### src/design/tofo_pkg.sv
// Purpose: shared constants of the temperature correction and alarm-to-fan override registers
// Assumes: byte-wide register port fed by the management bus slave on the same clock
// Notes: temperatures are signed fixed point, 1/8 degree per lsb
package tofo_pkg;

   // register addresses on the internal register port
   localparam logic [7:0] ADDR_LOCAL_CORR = 8'h0d;   // local_temp_correction
   localparam logic [7:0] ADDR_REMOTE_CORR = 8'h0e;  // remote_temp_correction
   localparam logic [7:0] ADDR_OVR_REV = 8'h3f;      // alarm_fan_override_and_revision

   // reset values and the unmapped read value
   localparam logic [7:0] RST_LOCAL_CORR = 8'h00;
   localparam logic [7:0] RST_REMOTE_CORR = 8'h00;
   localparam logic RST_FAN_FORCE_EN = 1'b1;
   localparam logic [7:0] RDATA_UNMAPPED = 8'h00;

   // override/revision field layout
   localparam int OVR_FORCE_BIT = 7;
   localparam int OVR_ZERO_HI = 6;
   localparam int OVR_ZERO_LO = 4;
   localparam int OVR_REV_HI = 3;
   localparam int OVR_REV_LO = 0;

   // correction register field layout
   localparam int CORR_SIGN_BIT = 7;
   localparam int CORR_SPARE_HI = 6;
   localparam int CORR_SPARE_LO = 4;
   localparam int CORR_MAG_HI = 3;
   localparam int CORR_MAG_LO = 0;
   localparam int CORR_MAG_W = 4;

   // silicon revision nibble, value is arbitrary
   localparam logic [3:0] SILICON_REVISION = 4'h1;

   // temperature number format
   localparam int TEMP_W = 11;       // signed, whole degrees in the upper bits
   localparam int TEMP_FRAC = 3;     // fractional bits, 0.125 degree resolution
   localparam logic signed [TEMP_W-1:0] TEMP_MAX = 11'sh3ff;
   localparam logic signed [TEMP_W-1:0] TEMP_MIN = 11'sh400;

   // fan duty field and its full speed code
   localparam int DUTY_W = 4;
   localparam logic [DUTY_W-1:0] DUTY_FULL = 4'hf;
   localparam logic [DUTY_W-1:0] RST_DUTY = 4'h0;

endpackage

### src/design/tofo_offset_apply.sv
// Purpose: applies a sign/magnitude correction to one temperature reading
// Assumes: reading is signed fixed point with tofo_pkg::TEMP_FRAC fraction bits
// Notes: purely combinational, the caller registers the result
`timescale 1ns/1ps
`default_nettype none

module tofo_offset_apply (
   // reading and correction register
   input wire logic signed [tofo_pkg::TEMP_W-1:0] raw_i,
   input wire logic [7:0] corr_reg_i,
   // corrected reading
   output logic signed [tofo_pkg::TEMP_W-1:0] corrected_o
);

   // one extra bit so the sum can be checked for overflow before clamping
   logic signed [tofo_pkg::TEMP_W:0] offset_scaled;
   logic signed [tofo_pkg::TEMP_W:0] sum_wide;
   logic [tofo_pkg::CORR_MAG_W-1:0] magnitude;

   //////////////////////////////////////////////////////////////////////////////
   // add or subtract the whole-degree offset, clamping to the number range
   always_comb begin
      magnitude = corr_reg_i[tofo_pkg::CORR_MAG_HI:tofo_pkg::CORR_MAG_LO];
      // whole degrees move up by the fraction width; bits 6:4 play no part
      offset_scaled = $signed({{(tofo_pkg::TEMP_W+1-tofo_pkg::CORR_MAG_W-tofo_pkg::TEMP_FRAC){1'b0}},
                               magnitude, {tofo_pkg::TEMP_FRAC{1'b0}}});
      if (corr_reg_i[tofo_pkg::CORR_SIGN_BIT]) begin
         // sign set: subtract
         sum_wide = {raw_i[tofo_pkg::TEMP_W-1], raw_i} - offset_scaled;
      end else begin
         // sign clear: add
         sum_wide = {raw_i[tofo_pkg::TEMP_W-1], raw_i} + offset_scaled;
      end
      // clamp rather than wrap, a wrapped hot reading would look cold
      if (sum_wide > $signed({tofo_pkg::TEMP_MAX[tofo_pkg::TEMP_W-1], tofo_pkg::TEMP_MAX})) begin
         corrected_o = tofo_pkg::TEMP_MAX;
      end else if (sum_wide < $signed({tofo_pkg::TEMP_MIN[tofo_pkg::TEMP_W-1], tofo_pkg::TEMP_MIN})) begin
         corrected_o = tofo_pkg::TEMP_MIN;
      end else begin
         corrected_o = sum_wide[tofo_pkg::TEMP_W-1:0];
      end
   end

endmodule

`default_nettype wire

### src/design/tofo_regs.sv
// Purpose: temperature correction registers and the alarm-to-fan override register
// Assumes: register port comes from the management bus slave, same clock, one access per strobe
// Notes: all outputs are registered; read data appears one cycle after the read strobe
`timescale 1ns/1ps
`default_nettype none

module tofo_regs (
   // clock and reset
   input wire logic core_clk_i,
   input wire logic rst_n_i,
   // register port from the bus slave
   input wire logic [7:0] reg_addr_i,
   input wire logic reg_wr_i,
   input wire logic [7:0] reg_wdata_i,
   input wire logic reg_rd_i,
   output logic [7:0] reg_rdata_o,
   // raw readings from the measurement path
   input wire logic signed [tofo_pkg::TEMP_W-1:0] local_temp_raw_i,
   input wire logic signed [tofo_pkg::TEMP_W-1:0] remote_temp_raw_i,
   // corrected readings to fan loop, limit compare and readback
   output logic signed [tofo_pkg::TEMP_W-1:0] local_temp_corr_o,
   output logic signed [tofo_pkg::TEMP_W-1:0] remote_temp_corr_o,
   // thermal alarm: own drive request and the sensed pin level
   input wire logic alarm_drive_i,
   input wire logic alarm_pin_i,
   // fan stage
   input wire logic [tofo_pkg::DUTY_W-1:0] fan_duty_cmd_i,
   output logic [tofo_pkg::DUTY_W-1:0] fan_duty_o,
   output logic fan_full_speed_o,
   output logic alarm_ext_pull_o
);

   //////////////////////////////////////////////////////////////////////////////
   // storage

   logic [7:0] local_corr_reg;          // whole local correction byte, spare bits kept
   logic [7:0] local_corr_next;
   logic [7:0] remote_corr_reg;         // whole remote correction byte, spare bits kept
   logic [7:0] remote_corr_next;
   logic overtemp_fan_force_en_reg;     // only writable bit of the override register
   logic overtemp_fan_force_en_next;
   logic [7:0] rdata_reg;               // read data holding register
   logic [7:0] rdata_next;

   // pin synchroniser, first stage read only by the second
   logic alarm_pin_meta_reg;
   logic alarm_pin_sync_reg;

   // output stage
   logic signed [tofo_pkg::TEMP_W-1:0] local_corr_out_reg;
   logic signed [tofo_pkg::TEMP_W-1:0] local_corr_out_next;
   logic signed [tofo_pkg::TEMP_W-1:0] remote_corr_out_reg;
   logic signed [tofo_pkg::TEMP_W-1:0] remote_corr_out_next;
   logic [tofo_pkg::DUTY_W-1:0] duty_reg;
   logic [tofo_pkg::DUTY_W-1:0] duty_next;
   logic full_speed_reg;
   logic full_speed_next;
   logic ext_pull_reg;
   logic ext_pull_next;

   // combinational results of the two correction paths
   logic signed [tofo_pkg::TEMP_W-1:0] local_adjusted;
   logic signed [tofo_pkg::TEMP_W-1:0] remote_adjusted;

   //////////////////////////////////////////////////////////////////////////////
   // helpers

   // address match, used by the write decode; the read decode uses a case
   function automatic logic addr_hit(input logic [7:0] addr, input logic [7:0] target);
      addr_hit = (addr == target);
   endfunction

   // readback image of the override register
   function automatic logic [7:0] ovr_image(input logic force_en);
      logic [7:0] img;
      img = 8'h00;
      img[tofo_pkg::OVR_FORCE_BIT] = force_en;
      img[tofo_pkg::OVR_REV_HI:tofo_pkg::OVR_REV_LO] = tofo_pkg::SILICON_REVISION;
      ovr_image = img;
   endfunction

   //////////////////////////////////////////////////////////////////////////////
   // correction datapaths

   // local reading correction
   tofo_offset_apply u_local_apply (
      .raw_i(local_temp_raw_i),
      .corr_reg_i(local_corr_reg),
      .corrected_o(local_adjusted)
   );

   // remote reading correction
   tofo_offset_apply u_remote_apply (
      .raw_i(remote_temp_raw_i),
      .corr_reg_i(remote_corr_reg),
      .corrected_o(remote_adjusted)
   );

   //////////////////////////////////////////////////////////////////////////////
   // register writes

   // next values of the software-visible storage
   always_comb begin
      local_corr_next = local_corr_reg;
      remote_corr_next = remote_corr_reg;
      overtemp_fan_force_en_next = overtemp_fan_force_en_reg;
      if (reg_wr_i) begin
         if (addr_hit(reg_addr_i, tofo_pkg::ADDR_LOCAL_CORR)) begin
            // full byte is stored, spare bits included
            local_corr_next = reg_wdata_i;
         end else if (addr_hit(reg_addr_i, tofo_pkg::ADDR_REMOTE_CORR)) begin
            remote_corr_next = reg_wdata_i;
         end else if (addr_hit(reg_addr_i, tofo_pkg::ADDR_OVR_REV)) begin
            // revision and zero bits are not stored, so writes cannot touch them
            overtemp_fan_force_en_next = reg_wdata_i[tofo_pkg::OVR_FORCE_BIT];
         end else begin
            // unmapped address: write is dropped
            local_corr_next = local_corr_reg;
         end
      end
   end

   // register the storage
   always_ff @(posedge core_clk_i or negedge rst_n_i) begin
      if (!rst_n_i) begin
         local_corr_reg <= tofo_pkg::RST_LOCAL_CORR;
         remote_corr_reg <= tofo_pkg::RST_REMOTE_CORR;
         overtemp_fan_force_en_reg <= tofo_pkg::RST_FAN_FORCE_EN;
      end else begin
         local_corr_reg <= local_corr_next;
         remote_corr_reg <= remote_corr_next;
         overtemp_fan_force_en_reg <= overtemp_fan_force_en_next;
      end
   end

   //////////////////////////////////////////////////////////////////////////////
   // register reads

   // read mux; the data holds until the next read strobe
   always_comb begin
      rdata_next = rdata_reg;
      if (reg_rd_i) begin
         case (reg_addr_i)
            tofo_pkg::ADDR_LOCAL_CORR: begin
               rdata_next = local_corr_reg;
            end
            tofo_pkg::ADDR_REMOTE_CORR: begin
               rdata_next = remote_corr_reg;
            end
            tofo_pkg::ADDR_OVR_REV: begin
               rdata_next = ovr_image(overtemp_fan_force_en_reg);
            end
            default: begin
               // unmapped addresses answer with a fixed value
               rdata_next = tofo_pkg::RDATA_UNMAPPED;
            end
         endcase
      end
   end

   // register the read data
   always_ff @(posedge core_clk_i or negedge rst_n_i) begin
      if (!rst_n_i) begin
         rdata_reg <= 8'h00;
      end else begin
         rdata_reg <= rdata_next;
      end
   end

   //////////////////////////////////////////////////////////////////////////////
   // alarm pin synchroniser

   // the pin is driven by us and possibly by other parts, so it is asynchronous
   always_ff @(posedge core_clk_i or negedge rst_n_i) begin
      if (!rst_n_i) begin
         alarm_pin_meta_reg <= 1'b1;
         alarm_pin_sync_reg <= 1'b1;
      end else begin
         alarm_pin_meta_reg <= alarm_pin_i;
         alarm_pin_sync_reg <= alarm_pin_meta_reg;
      end
   end

   //////////////////////////////////////////////////////////////////////////////
   // fan override and corrected outputs

   // fan forcing only listens to our own alarm request, never the pin level
   always_comb begin
      full_speed_next = overtemp_fan_force_en_reg & alarm_drive_i;
      if (full_speed_next) begin
         duty_next = tofo_pkg::DUTY_FULL;
      end else begin
         // silent mode or no alarm: pass the commanded speed
         duty_next = fan_duty_cmd_i;
      end
      // pin low while we are not driving it means someone else pulls it
      ext_pull_next = ~alarm_pin_sync_reg & ~alarm_drive_i;
      // corrected values are the only temperatures handed onward
      local_corr_out_next = local_adjusted;
      remote_corr_out_next = remote_adjusted;
   end

   // register every output
   always_ff @(posedge core_clk_i or negedge rst_n_i) begin
      if (!rst_n_i) begin
         full_speed_reg <= 1'b0;
         duty_reg <= tofo_pkg::RST_DUTY;
         ext_pull_reg <= 1'b0;
         local_corr_out_reg <= '0;
         remote_corr_out_reg <= '0;
      end else begin
         full_speed_reg <= full_speed_next;
         duty_reg <= duty_next;
         ext_pull_reg <= ext_pull_next;
         local_corr_out_reg <= local_corr_out_next;
         remote_corr_out_reg <= remote_corr_out_next;
      end
   end

   //////////////////////////////////////////////////////////////////////////////
   // ports

   assign reg_rdata_o = rdata_reg;
   assign fan_full_speed_o = full_speed_reg;
   assign fan_duty_o = duty_reg;
   assign alarm_ext_pull_o = ext_pull_reg;
   assign local_temp_corr_o = local_corr_out_reg;
   assign remote_temp_corr_o = remote_corr_out_reg;

endmodule

`default_nettype wire

### config.mk
export PLATFORM = sky130hd
export DESIGN_NAME = tofo_regs
export DESIGN_NICKNAME = d
export VERILOG_FILES = /design/src/design/tofo_pkg.sv /design/src/design/tofo_offset_apply.sv /design/src/design/tofo_regs.sv
export SDC_FILE = /design/constraint.sdc
export NUM_CORES = 1
export LEC_CHECK = 0
export BUFFER_PORTS_ARGS = -buffer_cell sky130_fd_sc_hd__clkbuf_2
export CAP_MARGIN = 20
export CORE_MARGIN = 4
export CORE_UTILIZATION = 50
export DETAILED_ROUTE_END_ITERATION = 8
export PLACE_DENSITY_LB_ADDON = 0.2
export SLEW_MARGIN = 5
export SYNTH_ARGS = -nofsm -noshare
export SYNTH_HDL_FRONTEND = slang
export SYNTH_HIERARCHICAL = 1
export SYNTH_SLANG_ARGS = --single-unit
### constraint.sdc
create_clock -name core_clk_i -period 6.6 [get_ports core_clk_i]
set_input_delay 1.32 -clock core_clk_i [delete_from_list [all_inputs] [get_ports core_clk_i]]
set_output_delay 1.32 -clock core_clk_i [all_outputs]
set_load 0.02 [all_outputs]
# [After elaboration in Yosys (flattened, before gate mapping)]
# Cells that the tools add are included.
[totals] reg_bits=55 out_inout_bits=36 wordCells=39
[op_classes] addsub=4 order_cmp=4 n_eq_ne=3 mux=8 n_bitwise=6 n_reduce_logical=3
[op_table] operator="two-way mux 11 bit" count=4
[op_table] operator="adder 11 x 8 -> 12 bit" count=2
[op_table] operator="> comparator 12 x 11 -> 1 bit (second input constant)" count=2
[op_table] operator="< comparator 12 x 11 -> 1 bit (second input constant)" count=2
[op_table] operator="two-way mux 12 bit" count=2
[op_table] operator="one-hot mux 8 bit (3 select lines)" count=1
[op_table] operator="subtractor 11 x 8 -> 12 bit" count=2
[op_table] operator="equality test 8 x 4 -> 1 bit (second input constant)" count=2
[op_table] operator="equality test 8 x 6 -> 1 bit (second input constant)" count=1
[op_table] operator="two-way mux 4 bit" count=1
[op_table] operator="NOT 1 bit" count=4
[op_table] operator="AND reduction 4 bit" count=1
[op_table] operator="AND reduction 3 bit" count=1
[op_table] operator="bitwise AND 1 bit" count=2
[op_table] operator="AND reduction 2 bit" count=1

# [Depth between registers and ports, before layout]
[logic_depth] depth_word=5 depth_mapped=11 ltp_nobuf=10

# [Modules after synthesis]
# Netlist, hierarchy kept.
[by_module_without_submodules] mod="tofo_regs" n_inst=1 cells_each=122 area_per_inst_um2=1895.6 seq_area_each_um2=1380.1
[by_module_without_submodules] mod="tofo_offset_apply (u_remote_apply)" n_inst=1 cells_each=82 area_per_inst_um2=646.9 seq_area_each_um2=0.0
[by_module_without_submodules] mod="tofo_offset_apply (u_local_apply)" n_inst=1 cells_each=83 area_per_inst_um2=633.1 seq_area_each_um2=0.0

# [Least setup slack after synthesis]
# Ideal clock, no wire load.
[synth_timing] path_type="input to register" from="in remote_temp_raw_i[3] (netlist name)" to="reg remote_corr_out_reg, in the netlist remote_temp_corr_o[9]" setup_ns=0.126 arrival_time_ns=3.099 setup_slack_ns=3.375 cell_stages=8 n_path_buf=0 path_cell_list="inv_1 ha_1 fa_1 nand2b_1 a211oi_1 nor4_1 a311o_1 maj3_2"
[synth_between] elab_chain_len=5 elab_cells_between_ends=7 cone_classes="2 x add/sub; 2 x order compare; 3 x mux"
[synth_lines] element="start, declared" line="tofo_regs.sv:19" rtl="input wire logic signed [tofo_pkg::TEMP_W-1:0] remote_temp_raw_i,"
[synth_lines] element="adder 11 x 8 -> 12 bit or subtractor 11 x 8 -> 12 bit (tied branches)" line="tofo_offset_apply.sv:32, tofo_offset_apply.sv:29"
[synth_lines] element="two-way mux 12 bit *" line="tofo_offset_apply.sv:27" rtl="if (corr_reg_i[tofo_pkg::CORR_SIGN_BIT]) begin"
[synth_lines] element="< comparator 12 x 11 -> 1 bit" line="tofo_offset_apply.sv:37" rtl="end else if (sum_wide < $signed({tofo_pkg::TEMP_MIN[tofo_pkg::TEMP_W-1], tofo_pkg::TEMP_MIN})) begin"
[synth_lines] element="two-way mux 11 bit" line="tofo_offset_apply.sv:37"
[synth_lines] element="two-way mux 11 bit *" line="tofo_offset_apply.sv:35" rtl="if (sum_wide > $signed({tofo_pkg::TEMP_MAX[tofo_pkg::TEMP_W-1], tofo_pkg::TEMP_MAX})) begin"
[synth_lines] element="named net remote_adjusted (one bit)" line="tofo_regs.sv:63" rtl="logic signed [tofo_pkg::TEMP_W-1:0] remote_adjusted;"
[synth_lines] element="end signal, assigned" line="tofo_regs.sv:216" rtl="remote_corr_out_reg <= remote_corr_out_next;"
[synth_lines] element="end, declared" line="tofo_regs.sv:52" rtl="logic signed [tofo_pkg::TEMP_W-1:0] remote_corr_out_reg;"
# The timed path passes the listed nets; every way through them passes the cells marked *.
# A chain may end at the register's enable or synchronous reset.

# [Worst setup path in the final report]
[layout_timing] from="in remote_temp_raw_i[3] (netlist name)" to="reg remote_corr_out_reg, in the netlist remote_temp_corr_o[3]"
# The elaborated chain is that of the path after synthesis.

==> impl_metrics.yaml <==
grt:
  overflow: 0
  grt_pass1_vias: 2304
  grt_start_max_net_pins: 56
  grt_pass1_wl_mm: 10.2
  track_usage: 0.168
  antenna_found_initial: 0
synthesis:
  synthAdderAreaFrac: 0.158
  netlist_area_um2: 3180
  synth_mux_area_frac: 0.0737
  syn_area_per_cell_um2: 11.1
  yosysUniqueCellTypes: 53
  ys_ff_latch: 55
  synth_edf_count: 0
  synth_top_family_by_area: "adder cells"
  synthCells: 287
  synth_compound_area_frac: 0.133
  synth.largest_area_cell: "dfrtp_1"
  ys_async_sr_fraction: 1.00
  synth_nets: 357
  synth_top_area_frac: 0.410
  synthXorXnorAreaFrac: 0.0323
  yosysWarnings: 6
  ys.flop_type: "dfrtp_1"
  yosys.area_share.simple: 0.115
  yosysSeqAreaShare: 0.435
  synth.area.top_cells: "dfrtp_1 41%, ha_1 7.9%, mux2_2 6.7%"
clock_tree:
  postCtsResizedCells: 0
  cts_tree: "yes"
  cts.htree.levels: 2
  cts_hold_buffers: 0
  clockBufferDepth: 2
  clock-root-buffer: "clkbuf_8"
  numCtsBuffers: 5
  path_clk_slew_ps: 100
  cts.sinks: 55
  post-cts-setup-buffers: 0
  clock_latency_ps: 310
power_and_ir_drop:
  p_int_mw: 0.689
  clock_power_share: 0.168
  seqPwrFrac: 0.390
  finalPower_mw: 1.12
  vdd_drop_max_uv: 209
  comb_power_share: 0.442
  swShare: 0.383
  power.switching_mw: 0.428
  power_density_nw_per_um2: 299
  cellLeakagePower_nw: 1.80
sta:
  fin_crit_sh: 0.528
  slew_headroom: 0.345
  finalHoldViolCount: 0
  fin_crit_ps: 3480
  skew_ps: 6.99
  maxSlewViolCount: 0
  fmax_ghz: 0.287
  setup_viol: 0
  rsz0062_at_grt: "false"
  tightest_slew_ps: 968
  setup-tns-final_ps: 0
setup_path:
  crit_type: "primary input to register"
  cpPeakStageDelay_ps: 790
  path_cells: "clkbuf_2 -> inv_1 -> ha_1 -> fa_1 -> nand2b_1 -> a21oi_1 -> a221oi_2 -> xor2_1 -> maj3_2"
  required_ps: 6850
  crit_path_end_kind: "register"
  r2r_slack_ps: 3340
  slowest_stage: "xor2_1"
  worst_ep_arrival_time_ps: 3730
  startpoint_type: "primary input"
  ff2ff_path_depth: 9
  crit_start: "remote_temp_raw_i[3]"
  reg2reg_from: "remote_corr_reg[0]"
  worstPathMaxFanout: 11
  endpoint: "remote_temp_corr_o[3]"
  worst_r2r_endpoint: "remote_temp_corr_o[3]"
route:
  final_antenna_net_count: 0
  dr.pass1.iters: 6
  drt_iter0_drc: 99
  wirelength_mm: 6.22
  drc: 0
  wl_per_cell_um: 13.9
  vias_per_cell: 5.28
  vias: 2370
placed_design:
  dpl.hpwl_mm: 4.83
  numPortBuffers: 83
  place_congestion: 0.878
final_layout:
  fin_nets: 443
  multi_input_area_um2: 1630
  seq_area_um2: 1380
  antenna_cells: 0
  mostFrequentLayoutCell: "clkbuf_2"
  synthToLayoutAreaGrowth_pct: 17.9
  fill_cells: 515
  drive_gt1_frac: 0.382
  layout_common_cells: "83 x clkbuf_2, 52 x dfrtp_1, 35 x inv_1, 20 x ha_1"
floorplanning:
  die_h_um: 87.7
  start_util: 0.527
  coreArea_um2: 6030
  die_w_um: 87.7
  rows: 28
  io_pins: 84
  dieArea_um2: 7690
run_status:
  outcome: "complete, no violations"
worst_hold_path:
  hold_path_class: "register to register"
job:
  maxCapViolCount: 0
-- layer usage --
layer	wire, µm	vias up	global-route usage
met5	0	-	0
met4	87	0	0.0711
met3	301	7	0.0320
met2	3110	59	0.288
met1	2720	1114	0.207
li1	-	1190	-
-- cell families (layout without fill, tap and decap cells) --
family	count (synthesis)	count (layout)
buf+inv	40	127
fa+ha+maj	42	42
compound gates	55	55
flops	55	55
simple gates	64	64
xor+xnor	10	10
mux	21	21
-- final cells by class --
cell class,instances,area share
multi-input combinational,192,0.434
sequential,55,0.369
tap,75,0.0251
clock inverter,2,0.00434
clock buffer,6,0.0194
timing repair buffer,84,0.113
inverter,35,0.0351
-- power by group through the flow --
stage                     clock network [mW]  registers [mW]  logic [mW]
after floorplan                            0           0.537       0.273
after global placement                     0           0.442       0.485
after detailed placement                   0           0.445       0.498
after CTS                              0.197           0.437       0.500
after global routing                   0.209           0.444       0.543
final                                  0.188           0.436       0.494
-- cells in the mapped netlist (3+ instances only) --
cell and instances:
o22ai_1 8, dfrtp_1 52, nand2_1 8, a22oi_1 7, xnor2_1 4, dfstp_2 3, o21ai_0 3, maj3_2 10
buf_4 3, a21o_1 4, xor2_1 4, o211ai_1 4, nor3_1 6, mux2_2 19, a21oi_1 12, nand2b_1 8
nor2_1 19, nand3_1 3, ha_1 20, inv_1 35, maj3_1 10
-- critical path, delay by kind of cell --
kind | cells | cell delay [ps]
XOR/XNOR | 1 | 790
buffers and inverters | 2 | 110
adder cells (fa/ha/maj) | 3 | 1040
AO/OA/AOI/OAI | 2 | 290
AND/OR/NAND/NOR | 1 | 180
-- through the flow --
step,cell area [µm²],util,hold WS [ps],std cells,setup slack [ps]
2_1_floorplan,3180,-,345,287,3380
3_3_place_gp,3650,0.607,346,441,2860
3_5_place_dp,3650,0.607,349,441,2750
4_1_cts,3740,0.621,364,449,3080
5_1_grt,3740,0.621,375,449,2910
6_report,3740,0.621,361,449,3120
-- worst min path at each step --
stage	startpoint	to	slack, ps	cells past startpoint
2_1_floorplan	alarm_pin_meta_reg	alarm_pin_sync_reg	350	0
3_3_place_gp	alarm_pin_meta_reg	alarm_pin_sync_reg	350	0
3_5_place_dp	alarm_pin_meta_reg	alarm_pin_sync_reg	350	0
4_1_cts	alarm_pin_meta_reg	alarm_pin_sync_reg	360	0
5_1_grt	alarm_pin_meta_reg	alarm_pin_sync_reg	370	0
6_report	alarm_pin_meta_reg	alarm_pin_sync_reg	360	0
(Power assumes the default switching activity.)
